`src/rtl/rivm_pkg.sv`:
```
// Package: vector addresses, request layout and shared types
package rivm_pkg;

    localparam int ADDR_W = 15;
    localparam int NUM_SRC = 25;

    // Reset target and vector table base with relocation off
    localparam logic [14:0] RESET_ADDR = 15'h0000;
    localparam logic [14:0] TABLE_BASE = 15'h0002;
    // Each vector slot is two program words
    localparam logic [14:0] SLOT_STEP = 15'h0002;
    // Boot-reset fuse value that means unprogrammed
    localparam logic BOOT_FUSE_UNPROG = 1'h1;
    // Default boot section starts, one per boot-size fuse code
    localparam logic [14:0] BOOT_START_0 = 15'h3800;
    localparam logic [14:0] BOOT_START_1 = 15'h3c00;
    localparam logic [14:0] BOOT_START_2 = 15'h3e00;
    localparam logic [14:0] BOOT_START_3 = 15'h3f00;

    // Request bit positions, lowest vector number in bit 0
    localparam int EXT_IRQ_ZERO = 0;
    localparam int EXT_IRQ_ONE = 1;
    localparam int PIN_CHANGE_REQ_ZERO = 2;
    localparam int PIN_CHANGE_REQ_ONE = 3;
    localparam int PIN_CHANGE_REQ_TWO = 4;
    localparam int WATCHDOG_TIMEOUT_REQ = 5;
    localparam int T2_MATCH_A_REQ = 6;
    localparam int T2_MATCH_B_REQ = 7;
    localparam int T2_OVERFLOW_REQ = 8;
    localparam int T1_CAPTURE_REQ = 9;
    localparam int T1_MATCH_A_REQ = 10;
    localparam int T1_MATCH_B_REQ = 11;
    localparam int T1_OVERFLOW_REQ = 12;
    localparam int T0_MATCH_A_REQ = 13;
    localparam int T0_MATCH_B_REQ = 14;
    localparam int T0_OVERFLOW_REQ = 15;
    localparam int SPI_DONE_REQ = 16;
    localparam int UART_RX_DONE_REQ = 17;
    localparam int UART_TX_EMPTY_REQ = 18;
    localparam int UART_TX_DONE_REQ = 19;
    localparam int ADC_DONE_REQ = 20;
    localparam int EEPROM_READY_REQ = 21;
    localparam int ANALOG_CMP_REQ = 22;
    localparam int TWO_WIRE_REQ = 23;
    localparam int SELF_PROGRAM_READY_REQ = 24;

    typedef enum logic [1:0] {
        RIVM_IDLE = 2'h0,
        RIVM_SERVE = 2'h1,
        RIVM_RESET = 2'h3
    } rivm_phase_type;

    // Answer to the core: fetch target and its kind
    typedef struct packed {
        logic valid;
        logic is_reset;
        logic [4:0] vector_num;
        logic [14:0] addr;
    } rivm_fetch_type;

    typedef struct packed {
        rivm_phase_type phase;
        rivm_fetch_type fetch;
    } rivm_state_type;

endpackage

```
`src/rtl/rivm_prio_enc.sv`:
```
// Lowest-index priority encoder over pending requests
`timescale 1ns/1ps
module rivm_prio_enc #(
    parameter int WIDTH = 25,
    parameter int IDX_W = 5
) (
    input wire logic [WIDTH-1:0] req,
    output logic any,
    output logic [IDX_W-1:0] index
);
    always_comb begin
        any = 1'b0;
        index = '0;
        for (int i = WIDTH - 1; i >= 0; i--) begin
            if (req[i]) begin
                any = 1'b1;
                index = IDX_W'(i);
            end
        end
    end
endmodule // rivm_prio_enc

```
`src/rtl/rivm_vector_map.sv`:
```
// Reset and interrupt vector address map with boot relocation
//
// Behaviour
// With the boot-reset fuse unprogrammed, a system reset targets vector one at program address 0x0000.
// External requests zero and one vector to 0x0002 and 0x0004.
// Pin-change requests use 0x0006..0x000A; watchdog time-out uses 0x000C.
// Timer two match A, match B, overflow vector to 0x000E, 0x0010, 0x0012.
// Timer one capture, match A, match B, overflow use 0x0014..0x001A.
// Timer zero match A, match B, overflow use 0x001C..0x0020.
// Serial peripheral transfer complete vectors to 0x0022.
// UART receive, data empty, transmit done use 0x0024, 0x0026, 0x0028.
// ADC, EEPROM, comparator, two-wire, self-program use 0x002A..0x0032.
// Programmed boot-reset fuse sends every reset to the boot start.
// Vector-select set adds the boot section start to each interrupt vector.
// Fuse 1 means unprogrammed; reset and table relocate independently.
// Software may put code in slots whose vectors are never used.
// Boot section start comes from the boot-size fuse setting.
// Among pending enabled requests the lowest vector number goes first.
`timescale 1ns/1ps
module rivm_vector_map #(
    parameter logic [14:0] BOOT_START_0 = rivm_pkg::BOOT_START_0,
    parameter logic [14:0] BOOT_START_1 = rivm_pkg::BOOT_START_1,
    parameter logic [14:0] BOOT_START_2 = rivm_pkg::BOOT_START_2,
    parameter logic [14:0] BOOT_START_3 = rivm_pkg::BOOT_START_3
) (
    input wire logic clock,
    input wire logic rst,
    input wire logic boot_reset_fuse,
    input wire logic [1:0] boot_size_fuses,
    input wire logic vector_select_bit,
    input wire logic [rivm_pkg::NUM_SRC-1:0] irq_req,
    input wire logic [rivm_pkg::NUM_SRC-1:0] irq_enable,
    input wire logic global_irq_enable,
    input wire logic fetch_ready,
    output rivm_pkg::rivm_fetch_type fetch,
    output logic [rivm_pkg::NUM_SRC-1:0] irq_ack
);

    // ------------------------------------------------------------
    // Working signals
    // ------------------------------------------------------------
    rivm_pkg::rivm_state_type state;
    rivm_pkg::rivm_state_type next_state;
    logic [14:0] boot_start;
    logic [14:0] table_base;
    logic [14:0] reset_target;
    logic [rivm_pkg::NUM_SRC-1:0] pending;
    logic pend_any;
    logic [4:0] pend_index;
    logic [4:0] vec_num;
    logic [14:0] slot_offset;
    logic [14:0] vec_addr;
    logic [rivm_pkg::NUM_SRC-1:0] grant;

    // ------------------------------------------------------------
    // Boot section start
    // ------------------------------------------------------------
    always_comb begin
        unique case (boot_size_fuses)
            2'h0: boot_start = BOOT_START_0;
            2'h1: boot_start = BOOT_START_1;
            2'h2: boot_start = BOOT_START_2;
            2'h3: boot_start = BOOT_START_3;
        endcase
    end

    // ------------------------------------------------------------
    // Reset target and table placement
    // ------------------------------------------------------------
    // The fuse moves only the reset target and the select bit only
    // the table, so a boot loader may keep either one in place.
    always_comb begin
        if (boot_reset_fuse == rivm_pkg::BOOT_FUSE_UNPROG) begin
            reset_target = rivm_pkg::RESET_ADDR;
        end else begin
            reset_target = boot_start;
        end
    end

    always_comb begin
        if (vector_select_bit) begin
            table_base = 15'(boot_start + rivm_pkg::TABLE_BASE);
        end else begin
            table_base = rivm_pkg::TABLE_BASE;
        end
    end

    // ------------------------------------------------------------
    // Request selection
    // ------------------------------------------------------------
    // A request counts only while its own and the global enable are set
    assign pending = global_irq_enable ? (irq_req & irq_enable) : '0;

    // Bit order is vector order, so the lowest set bit goes first
    rivm_prio_enc #(
        .WIDTH(rivm_pkg::NUM_SRC),
        .IDX_W(5)
    ) rivm_prio_enc_inst (
        .req(pending),
        .any(pend_any),
        .index(pend_index)
    );

    // One-hot acknowledge for the source that wins, zero when none
    assign grant = {{(rivm_pkg::NUM_SRC-1){1'b0}}, pend_any} << pend_index;

    // ------------------------------------------------------------
    // Vector slot table
    // ------------------------------------------------------------
    // Vector number of each source; encoder codes past the last source
    // cannot occur and fall back to the first interrupt vector.
    always_comb begin
        vec_num = 5'h02;
        unique case (pend_index)
            // External requests
            5'(rivm_pkg::EXT_IRQ_ZERO): vec_num = 5'h02;
            5'(rivm_pkg::EXT_IRQ_ONE): vec_num = 5'h03;
            // Pin change and watchdog time-out
            5'(rivm_pkg::PIN_CHANGE_REQ_ZERO): vec_num = 5'h04;
            5'(rivm_pkg::PIN_CHANGE_REQ_ONE): vec_num = 5'h05;
            5'(rivm_pkg::PIN_CHANGE_REQ_TWO): vec_num = 5'h06;
            5'(rivm_pkg::WATCHDOG_TIMEOUT_REQ): vec_num = 5'h07;
            // Timer two
            5'(rivm_pkg::T2_MATCH_A_REQ): vec_num = 5'h08;
            5'(rivm_pkg::T2_MATCH_B_REQ): vec_num = 5'h09;
            5'(rivm_pkg::T2_OVERFLOW_REQ): vec_num = 5'h0a;
            // Timer one
            5'(rivm_pkg::T1_CAPTURE_REQ): vec_num = 5'h0b;
            5'(rivm_pkg::T1_MATCH_A_REQ): vec_num = 5'h0c;
            5'(rivm_pkg::T1_MATCH_B_REQ): vec_num = 5'h0d;
            5'(rivm_pkg::T1_OVERFLOW_REQ): vec_num = 5'h0e;
            // Timer zero
            5'(rivm_pkg::T0_MATCH_A_REQ): vec_num = 5'h0f;
            5'(rivm_pkg::T0_MATCH_B_REQ): vec_num = 5'h10;
            5'(rivm_pkg::T0_OVERFLOW_REQ): vec_num = 5'h11;
            // Serial peripheral and UART
            5'(rivm_pkg::SPI_DONE_REQ): vec_num = 5'h12;
            5'(rivm_pkg::UART_RX_DONE_REQ): vec_num = 5'h13;
            5'(rivm_pkg::UART_TX_EMPTY_REQ): vec_num = 5'h14;
            5'(rivm_pkg::UART_TX_DONE_REQ): vec_num = 5'h15;
            // Converter, memory, comparator, two-wire, self-program
            5'(rivm_pkg::ADC_DONE_REQ): vec_num = 5'h16;
            5'(rivm_pkg::EEPROM_READY_REQ): vec_num = 5'h17;
            5'(rivm_pkg::ANALOG_CMP_REQ): vec_num = 5'h18;
            5'(rivm_pkg::TWO_WIRE_REQ): vec_num = 5'h19;
            5'(rivm_pkg::SELF_PROGRAM_READY_REQ): vec_num = 5'h1a;
            default: vec_num = 5'h02;
        endcase
    end

    // ------------------------------------------------------------
    // Vector address
    // ------------------------------------------------------------
    // Two program words per slot, counted from the table base; moving
    // the table keeps the slot spacing unchanged.
    assign slot_offset = 15'(vec_num - 5'h02) * rivm_pkg::SLOT_STEP;
    assign vec_addr = 15'(table_base + slot_offset);

    // ------------------------------------------------------------
    // Dispatch sequencing
    // ------------------------------------------------------------
    // One answer at a time: a request is taken only from idle, so the
    // core never sees the target change while it holds one.
    always_comb begin
        next_state = state;
        irq_ack = '0;
        unique case (state.phase)
            rivm_pkg::RIVM_RESET: begin
                // First answer after any reset is the reset target
                next_state.fetch.valid = 1'b1;
                next_state.fetch.is_reset = 1'b1;
                next_state.fetch.vector_num = 5'h01;
                next_state.fetch.addr = reset_target;
                next_state.phase = rivm_pkg::RIVM_SERVE;
            end
            rivm_pkg::RIVM_IDLE: begin
                if (pend_any) begin
                    next_state.fetch.valid = 1'b1;
                    next_state.fetch.is_reset = 1'b0;
                    next_state.fetch.vector_num = vec_num;
                    next_state.fetch.addr = vec_addr;
                    next_state.phase = rivm_pkg::RIVM_SERVE;
                    irq_ack = grant;
                end
            end
            rivm_pkg::RIVM_SERVE: begin
                // Hold the answer until the core takes it
                if (fetch_ready) begin
                    next_state.fetch.valid = 1'b0;
                    next_state.phase = rivm_pkg::RIVM_IDLE;
                end
            end
            default: begin
                // Unused phase code: drop back to idle with no answer
                next_state.phase = rivm_pkg::RIVM_IDLE;
                next_state.fetch.valid = 1'b0;
            end
        endcase
    end

    // ------------------------------------------------------------
    // State register
    // ------------------------------------------------------------
    // Every system reset source arrives on one line; the answer after
    // release is always the reset target, ahead of any request.
    always_ff @(posedge clock) begin
        if (rst) begin
            state.phase <= rivm_pkg::RIVM_RESET;
            state.fetch <= '0;
        end else begin
            state <= next_state;
        end
    end

    // ------------------------------------------------------------
    // Outputs
    // ------------------------------------------------------------
    // The core sees only registered fetch fields
    assign fetch = state.fetch;

endmodule // rivm_vector_map

```
`config.mk`:
```
export PLATFORM = sky130hd
export DESIGN_NAME = rivm_vector_map
export DESIGN_NICKNAME = d
export VERILOG_FILES = /design/src/rtl/rivm_pkg.sv /design/src/rtl/rivm_prio_enc.sv /design/src/rtl/rivm_vector_map.sv
export SDC_FILE = /design/constraint.sdc
export NUM_CORES = 1
export LEC_CHECK = 0
export BUFFER_PORTS_ARGS = -buffer_cell sky130_fd_sc_hd__buf_2
export CAP_MARGIN = 20
export CORE_MARGIN = 4
export CORE_UTILIZATION = 52
export CTS_BUF_LIST = sky130_fd_sc_hd__clkbuf_4 sky130_fd_sc_hd__clkbuf_8 sky130_fd_sc_hd__clkbuf_16
export DETAILED_ROUTE_END_ITERATION = 12
export GPL_ROUTABILITY_DRIVEN = 0
export PLACE_DENSITY = 0.94
export SLEW_MARGIN = 20
export SYNTH_ARGS = -nofsm -noshare
export SYNTH_HDL_FRONTEND = slang
export SYNTH_SLANG_ARGS = --single-unit
```
`constraint.sdc`:
```
create_clock -name clock -period 5.9 [get_ports clock]
set_input_delay 0.59 -clock clock [delete_from_list [all_inputs] [get_ports clock]]
set_output_delay 0.59 -clock clock [all_outputs]
set_load 0.1 [all_outputs]
```
# Yosys cells after proc, flatten, opt, wreduce, memory -nomap -nowiden
# Memory sizes are Yosys's and may differ from the RTL's.
# Index checks and enable logic that the tools add are counted.
# W data, S select, Z words.
# classes
bitwise_logic	1
div	0
n_mul	0
n_reduce_logical	5
shifts	1
magnitude_cmp	0
add_sub_neg	3
muxes	60
n_eq_ne	7
# ops
operator	count
$mux W5	25
$mux W25	3
$pmux W15 S4	1
$pmux W21 S2	1
$mux W15	2
$and A25 B25 Y25	1
$mux W1	25
$shl A1 B5 Y25	1
$mux W24	1
$add A15 B15 Y15	1
$add A15 B2 Y15 const B	1
$pmux W3 S3	1
$eq A2 B2 Y1 const B	3
$sub A5 B2 Y6 const B	1
$eq A2 B1 Y1 const B	2
$logic_not A2 Y1	2
$ne A2 B2 Y1 const B	2
$reduce_and A2 Y1	2
$mux W3	1
$reduce_bool A2 Y1	1
# word_totals
latchBits	0
mem_count	1
output_inout_bits	47
word_cells	83
in_bits	58
mem_bits_ro	160
ramBits	0
ff_bits	24
# mem_list
memory	words	word_bits	rd	rd_ports_with_merged_regs	wr	line_no	text
(name not given)	32	5	1	0	0	rivm_vector_map.sv:114	unique case (pend_index)

# Longest topological paths before layout
# Gate-level depths: netlist of run 1.
# An unclocked memory read counts as a cell.
# logic_depth
ltp_word	32
mapped_depth	17
ltp_nobuf	16

# By module
# A second synthesis of run 1 with hierarchy kept.
# hier_totals
cells_unflattened	329
hier_area_um2	2369.8
# modules_own_cells
module	n_inst	area_per_inst_um2	seq_area_each_um2	cells_each
rivm_vector_map	1	2074.5	460.4	280
rivm_prio_enc	1	295.3	0.0	49

# Worst setup path before layout of run 1
# Ideal clock, no wire load.
# synth_timing
kind	input port to output port
startpoint	input global_irq_enable
endpoint	output irq_ack[22] (netlist name)
required_ns	5.310
cell_stages	7
path_buffers	1
arrival_time_ns	4.779
setup_slack_ns	0.531
cell_sequence	buf_6 -> inv_1 -> a21o_1 -> a31oi_1 -> o32ai_1 -> inv_1 -> nor4_1
# synth_between
elab_chain_len	29
elab_cells_between_ends	54
classes_between	shift: 1; mux: 53
# synth_lines
item	line_no	text
from (decl)	rivm_vector_map.sv:33	input wire logic global_irq_enable,
$mux W25 (*)	rivm_vector_map.sv:92	assign pending = global_irq_enable ? (irq_req & irq_enable) : '0;
$mux W1 / $mux W5 (equally long branches) (25 in series)	rivm_prio_enc.sv:15	if (req[i]) begin
$shl A1 B5 Y25	rivm_vector_map.sv:105	assign grant = {{(rivm_pkg::NUM_SRC-1){1'b0}}, pend_any} << pend_index;
$mux W25 (*)	rivm_vector_map.sv:177	if (pend_any) begin
$mux W25 (*)	rivm_vector_map.sv:167	unique case (state.phase)
to (decl)	rivm_vector_map.sv:36	output logic [rivm_pkg::NUM_SRC-1:0] irq_ack
# Every way passes the cells marked *; elsewhere a longest branch is shown, timed or not.

# Final worst setup path of run 1
# layout_timing
startpoint	input irq_req[22] (netlist name)
endpoint	register, netlist name fetch[11]
# layout_between
elab_chain_len	30
elab_cells_between_ends	55
classes_between	add/sub: 2; eq/ne: 1; mux: 49; bitwise: 1; reduce/logical: 1; memory: 1
# layout_lines
item	line_no	text
from (decl)	rivm_vector_map.sv:31	input wire logic [rivm_pkg::NUM_SRC-1:0] irq_req,
$and A25 B25 Y25 (*)	rivm_vector_map.sv:92	
$mux W25 (*)	rivm_vector_map.sv:92	
$mux W5 (23 in series)	rivm_prio_enc.sv:15	
$mem_v2 Z32 W5	n/a	
$sub A5 B2 Y6	rivm_vector_map.sv:156	assign slot_offset = 15'(vec_num - 5'h02) * rivm_pkg::SLOT_STEP;
$add A15 B15 Y15	rivm_vector_map.sv:157	assign vec_addr = 15'(table_base + slot_offset);
$mux W24	rivm_vector_map.sv:177	
$pmux W21 S2	rivm_vector_map.sv:167	
# Every way passes the cells marked *; elsewhere a longest branch is shown, timed or not. The select of a mux whose other input is x is not followed.
# A chain may end at the register's enable or synchronous reset.

==> run_results.csv, run 1 <==
group,metric,value,unit
outcome,outcome,"completed",
timing,max_freq,228,MHz
routing,initialDrtViolationCount,322,
synthesis,synth_area,2330,µm²
placed_design,hpwl,5.34,mm
synthesis,synthDistinctLibCells,66,
timing,slew_headroom,58.1,%
timing,finalSetupViolCount,0,
synthesis,synth_top_family_by_area,"compound AO/OA/AOI/OAI gates",
synthesis,synth_simple_gate_area_share,26.3,%
clocking,cts_tree,"built",
global_route,grt_pass1_wl,10.6,mm
critical_path,crit_fanout,9,
finish,mostFrequentLayoutCells,"buf_2 (103), nor2_1 (42), nand2_1 (30)",
timing,finalCriticalPeriod,4380,ps
timing,slew_viol_final,0,
floorplanning,die_w,74.9,µm
clocking,cts_root_buf,"clkbuf_8",
synthesis,synthAdderAreaFrac,6.44,%
global_route,grt_use_total,23.5,%
floorplanning,rows,24,
clocking,numCtsBuffers,3,
critical_path,cp-end-kind,"register",
finish,final_common_cell,"buf_2",
clocking,clock_sinks,23,
synthesis,syn_avg_cell_area,7.54,µm²
timing,finalCritPeriodShare,74.2,%
routing,avgRoutedWirePerCell,15.1,µm
floorplanning,die_area,5620,µm²
synthesis,muxShareOfSynthArea,1.07,%
clocking,ctsResizeCount,0,
critical_path,critPathMaxStageDelay,490,ps
routing,routed_wl,6.65,mm
global_route,globalRouteOverflowTotal,0,
synthesis,synth_top_area_cell,"dfxtp_1",
critical_path,required,6100,ps
routing,via_count,2665,
hold_path,hold_path_class,"register to register",
synthesis,ys_top_cells_by_area,"dfxtp_1 (20%), buf_4 (7.1%), nor2_1 (6.8%)",
floorplanning,start_util,53.5,%
synthesis,seq_area_frac_synth,19.8,%
critical_path,path_cells,"buf_2, a22o_1, a222oi_1, o211ai_1, a31oi_1, inv_1, ha_1, o41ai_4, ha_1, nand3_1, inv_1, ha_1, or2_2, a21oi_1, nor3_1, nand3b_1, a21oi_1",
global_route,antenna_found_initial,0,
synthesis,syn_nets,379,
power,powerDensity,221,nW/µm²
synthesis,synth_compound_area_share,32.3,%
timing,hold_violations,0,
routing,ant_nets,0,
critical_path,crit_type,"input port to register",
finish,drive_above_1_share,33.3,%
synthesis,synthFlopType,"dfxtp_1",
global_route,grt_max_degree,25,
synthesis,synth_top_area_share,19.8,%
clocking,postCtsSetupBuffers,0,
finish,insertedDiodeCount,0,
power,p_leak,0.00133,µW
timing,final.setup.tns,0,ps
critical_path,start_kind,"input port",
synthesis,ys.warnings.count,0,
global_route,grt_pass1_vias,2401,
finish,nNetsFinal,458,
clocking,clock_latency,260,ps
clocking,htreeDepth,1,
finish,fillers,413,
floorplanning,coreArea,4350,µm²
finish,fin_area,2760,µm²
timing,rsz0062_at_grt,"false",
synthesis,netlist_instances,309,
placed_design,io_buffer_count,103,
routing,firstDrtPassIters,5,
timing,worst_hold_slack,453,ps
synthesis,synth-xor-area-share,2.95,%
synthesis,synth_edf_count,0,
floorplanning,ios,105,
timing,fin_skew,1.30,ps
placed_design,post_dp_cell_area,2710,µm²
clocking,holdBufCountCts,0,
timing,worst_pin_slew,629,ps
routing,drc,0,
critical_path,cpMostUsedCell,"ha_1",
finish,utilization,63.3,%
routing,vias_per_cell,6.07,
synthesis,synthArstFlopShare,0,%
critical_path,critPathArrivalTime,4580,ps
synthesis,synth-seq-cells,23,
flow_run,cap_violations,0,
floorplanning,fp.dieH,74.9,µm
finish,syn_to_final_growth,18.3,%
clocking,cts_buffer_depth,2,
critical_path,crit_slowest_cell,"a31oi_1",
clocking,clk_pin_slew,80,ps
power,worst_ir_drop_vdd,0.144,mV
## registers in the layout (all words and copies together) (netlist names)
| signal | flops |
|---|---|
| fetch | 21 |
| state | 2 |
## critical path, delay by kind of cell
kind / cells / cell delay [ps]
AND/OR/NAND/NOR: 4 / 720
adder cells (fa/ha/maj): 3 / 990
buffers and inverters: 3 / 600
AO/OA/AOI/OAI: 7 / 1670
## routing by layer
metal	vias up	track usage [%]	wire [µm]
met1	1221	28.8	2620
met3	24	3.74	555
met4	0	4.15	127
li1	1291	-	-
met2	129	43.6	3350
met5	-	0	0
## cells by family (layout without fill, tap and decap cells)
family                     count (synthesis)  in the layout
AOI/OAI and AO/OA                         96             96
muxes                                      2              2
and+or+nand+nor                          126            126
DFF                                       23             23
buffers and inverters                     42            120
xor gates and xnor gates                   7              7
other                                      1              1
adders and majority gates                 12             12
## cell usage after synthesis (all sizes together), types with 2 or more instances
cell	number
a31oi	4
a311oi	4
a32oi	2
a21o	3
a22o	9
xnor2	5
o21ai	13
a222oi	4
a21oi	17
dfxtp	23
buf	23
nor4	2
a41oi	2
clkbuf	8
xor2	2
nor3	7
o41ai	3
nand3	18
nand2b	3
a22oi	14
nand3b	4
or3	2
nor2b	2
nand4	3
nor2	42
ha	12
and3	3
a211oi	4
nand2	30
o211ai	2
or2	3
inv	11
and2	4
## worst paths after layout
kind | slack, ps | end | from | cells after the start
setup / recovery | 1520 | fetch[11] | irq_req[22] | 17
hold / removal | 450 | fetch[19] | fetch[19] | 2
setup reg to reg | 3620 | fetch[10] | state[23] | 7
hold reg to reg | 450 | fetch[19] | fetch[19] | 2
## per-stage QoR
step / instances / setup slack [ps] / power, µW
2_1_floorplan: 309 / 531 / 449
3_5_place_dp: 435 / 1340 / 509
5_1_grt: 439 / 1190 / 642
3_3_place_gp: 435 / 1560 / 499
4_1_cts: 439 / 1590 / 606
6_report: 439 / 1520 / 608
## report_power, final
part / total, µW / internal [µW] / switching (µW)
combinational: 336 / 99.0 / 237
sequential: 174 / 168 / 6.28
clock: 97.5 / 47.2 / 50.4
## area by class of cell
cell class / instances / area [µm²] / area share, %
multi-input cells: 244 / 1610 / 58.5
repair buffers: 105 / 531 / 19.3
flip-flops and latches: 23 / 460 / 16.7
well taps: 52 / 65.1 / 2.36
clock buffers: 3 / 41.3 / 1.50
inverters: 11 / 41.3 / 1.50
clock inverters: 1 / 5.00 / 0.182
Power figures use the tool's default switching activity.
==> run 2, diff against run 1 <==
Settings changed: CORE_UTILIZATION 52 to 48, PLACE_DENSITY 0.94 to 0.88.
Clock period 5.9 ns to 4.55 ns, I/O delays scaled along.
==> run 2 against run 1 <==
Compared with the run above:
- largest power group unchanged
- power is 31% higher
- final cell count is 3.4% higher
- clock skew up 5.6 ps
- first-iteration DRC count shrank 15%
- sequential share of layout area is 0.15 points lower
- design area increased by 0.91%
- setup slack worse by 940 ps
==> run_results.csv, run 2 (synthesis results as in run 1) <==
group,metric,value,unit
outcome,outcome,"completed",
timing,finalCriticalPeriod,3970,ps
global_route,globalRouteOverflowTotal,0,
timing,final.setup.tns,0,ps
critical_path,crit_type,"input port to register",
routing,avgRoutedWirePerCell,14.9,µm
hold_path,hold_depth,2,
placed_design,hpwl,5.28,mm
timing,worst_pin_slew,959,ps
critical_path,worstReg2RegEnd,"fetch[7]",
routing,initialDrtViolationCount,274,
clocking,cts_tree,"built",
finish,nNetsFinal,458,
placed_design,post_dp_cell_area,2730,µm²
clocking,numCtsBuffers,3,
timing,max_freq,252,MHz
clocking,ctsResizeCount,0,
floorplanning,coreArea,4720,µm²
clocking,postCtsSetupBuffers,0,
clocking,cts_buffer_depth,2,
timing,hold_violations,0,
floorplanning,die_area,6030,µm²
finish,largest_register_ffs,21,
global_route,antenna_found_initial,0,
routing,vias_per_cell,5.92,
floorplanning,die_w,77.7,µm
clocking,htreeDepth,1,
critical_path,critPathArrivalTime,4180,ps
finish,syn_to_final_growth,19.3,%
finish,final_common_cell,"buf_2",
placed_design,io_buffer_count,103,
floorplanning,ios,105,
critical_path,cp-end-kind,"register",
routing,routed_wl,6.76,mm
clocking,clock_latency,270,ps
floorplanning,start_util,49.3,%
floorplanning,fp.dieH,77.7,µm
power,powerDensity,286,nW/µm²
finish,top_regs,"fetch (21), state (2)",
global_route,grtUsageMet1,26.3,%
hold_path,hold_end,"fetch[19]",
global_route,grt_busiest_layer,"met2",
hold_path,worstHoldStart,"fetch[19]",
global_route,grt_use_total,22.5,%
finish,fin_area,2780,µm²
power,worst_ir_drop_vdd,0.148,mV
critical_path,required,4760,ps
clocking,clock_sinks,23,
clocking,clk_pin_slew,90,ps
finish,insertedDiodeCount,0,
global_route,grt_pass1_wl,11.5,mm
power,p_leak,0.00133,µW
hold_path,hold_path_class,"register to register",
timing,rsz0062_at_grt,"false",
floorplanning,rows,25,
global_route,use_met2,39.0,%
critical_path,start_kind,"input port",
finish,top_register,"fetch",
critical_path,r2r_start,"state[22]",
clocking,cts_root_buf,"clkbuf_8",
critical_path,rr_worst_depth,7,
global_route,grt_pass1_vias,2580,
routing,ant_nets,0,
critical_path,crit_fanout,9,
timing,slew_headroom,36.1,%
timing,fin_skew,6.87,ps
global_route,grtUsageMet3,4.29,%
global_route,grt_max_degree,25,
critical_path,reg2reg_setup_slack,1980,ps
finish,mostFrequentLayoutCells,"buf_2 (103), nor2_1 (42), nand2_1 (30)",
timing,finalCritPeriodShare,87.1,%
routing,drc,0,
timing,slew_viol_final,0,
timing,worst_hold_slack,450,ps
routing,firstDrtPassIters,5,
finish,drive_above_1_share,33.6,%
timing,finalSetupViolCount,0,
clocking,holdBufCountCts,0,
flow_run,cap_violations,0,
routing,via_count,2686,
run 2: routing by layer:
metal,up-vias,part of all wire (%),wire length (µm)
met4,0,3.5,239
li1,1294,-,-
met3,28,7.6,511
met2,135,49,3340
met5,-,0,0
met1,1229,40,2670
run 2: how the worst max path moves through the flow:
stage | from | end | cells past startpoint
floorplan | irq_req[8] | irq_ack[23] | 5
global placement | irq_req[22] | fetch[11] | 17
detailed placement | irq_req[22] | fetch[11] | 17
CTS | irq_req[22] | fetch[11] | 17
global route | irq_req[22] | fetch[11] | 17
finish | irq_req[22] | fetch[11] | 17
run 2: metrics by stage:
step | cells | worst slack (ps) | util, % | power (µW)
global route | 454 | 332 | 58.9 | 842
detailed placement | 450 | 361 | 57.9 | 658
floorplan | 309 | 316 | - | 582
finish | 454 | 585 | 58.9 | 795
CTS | 454 | 636 | 58.9 | 789
global placement | 450 | 599 | 57.9 | 648
run 2: area by class of cell:
class | count | area, µm²
fill | 448 | 1940
inverter | 11 | 41.3
clock buffer | 3 | 41.3
multi-input combinational | 244 | 1620
sequential | 23 | 460
tap | 67 | 83.8
timing repair buffer | 105 | 531
clock inverter | 1 | 5.00
run 2: power breakdown:
part	internal [µW]	total, µW	switching (µW)
sequential	218	226	8.24
clock	61.3	131	69.3
combinational	128	439	311
run 2: critical path, cell delays in order:
cell      delay (ps)
buf_2            100
a22o_1           260
a222oi_1         280
o211ai_1         250
a31oi_1          260
inv_1            110
ha_1             320
o41ai_4           90
ha_1             300
nand3_1          190
inv_1            320
ha_1             330
or2_2            330
a21oi_1          230
nor3_1            70
nand3b_1         160
a21oi_1          120
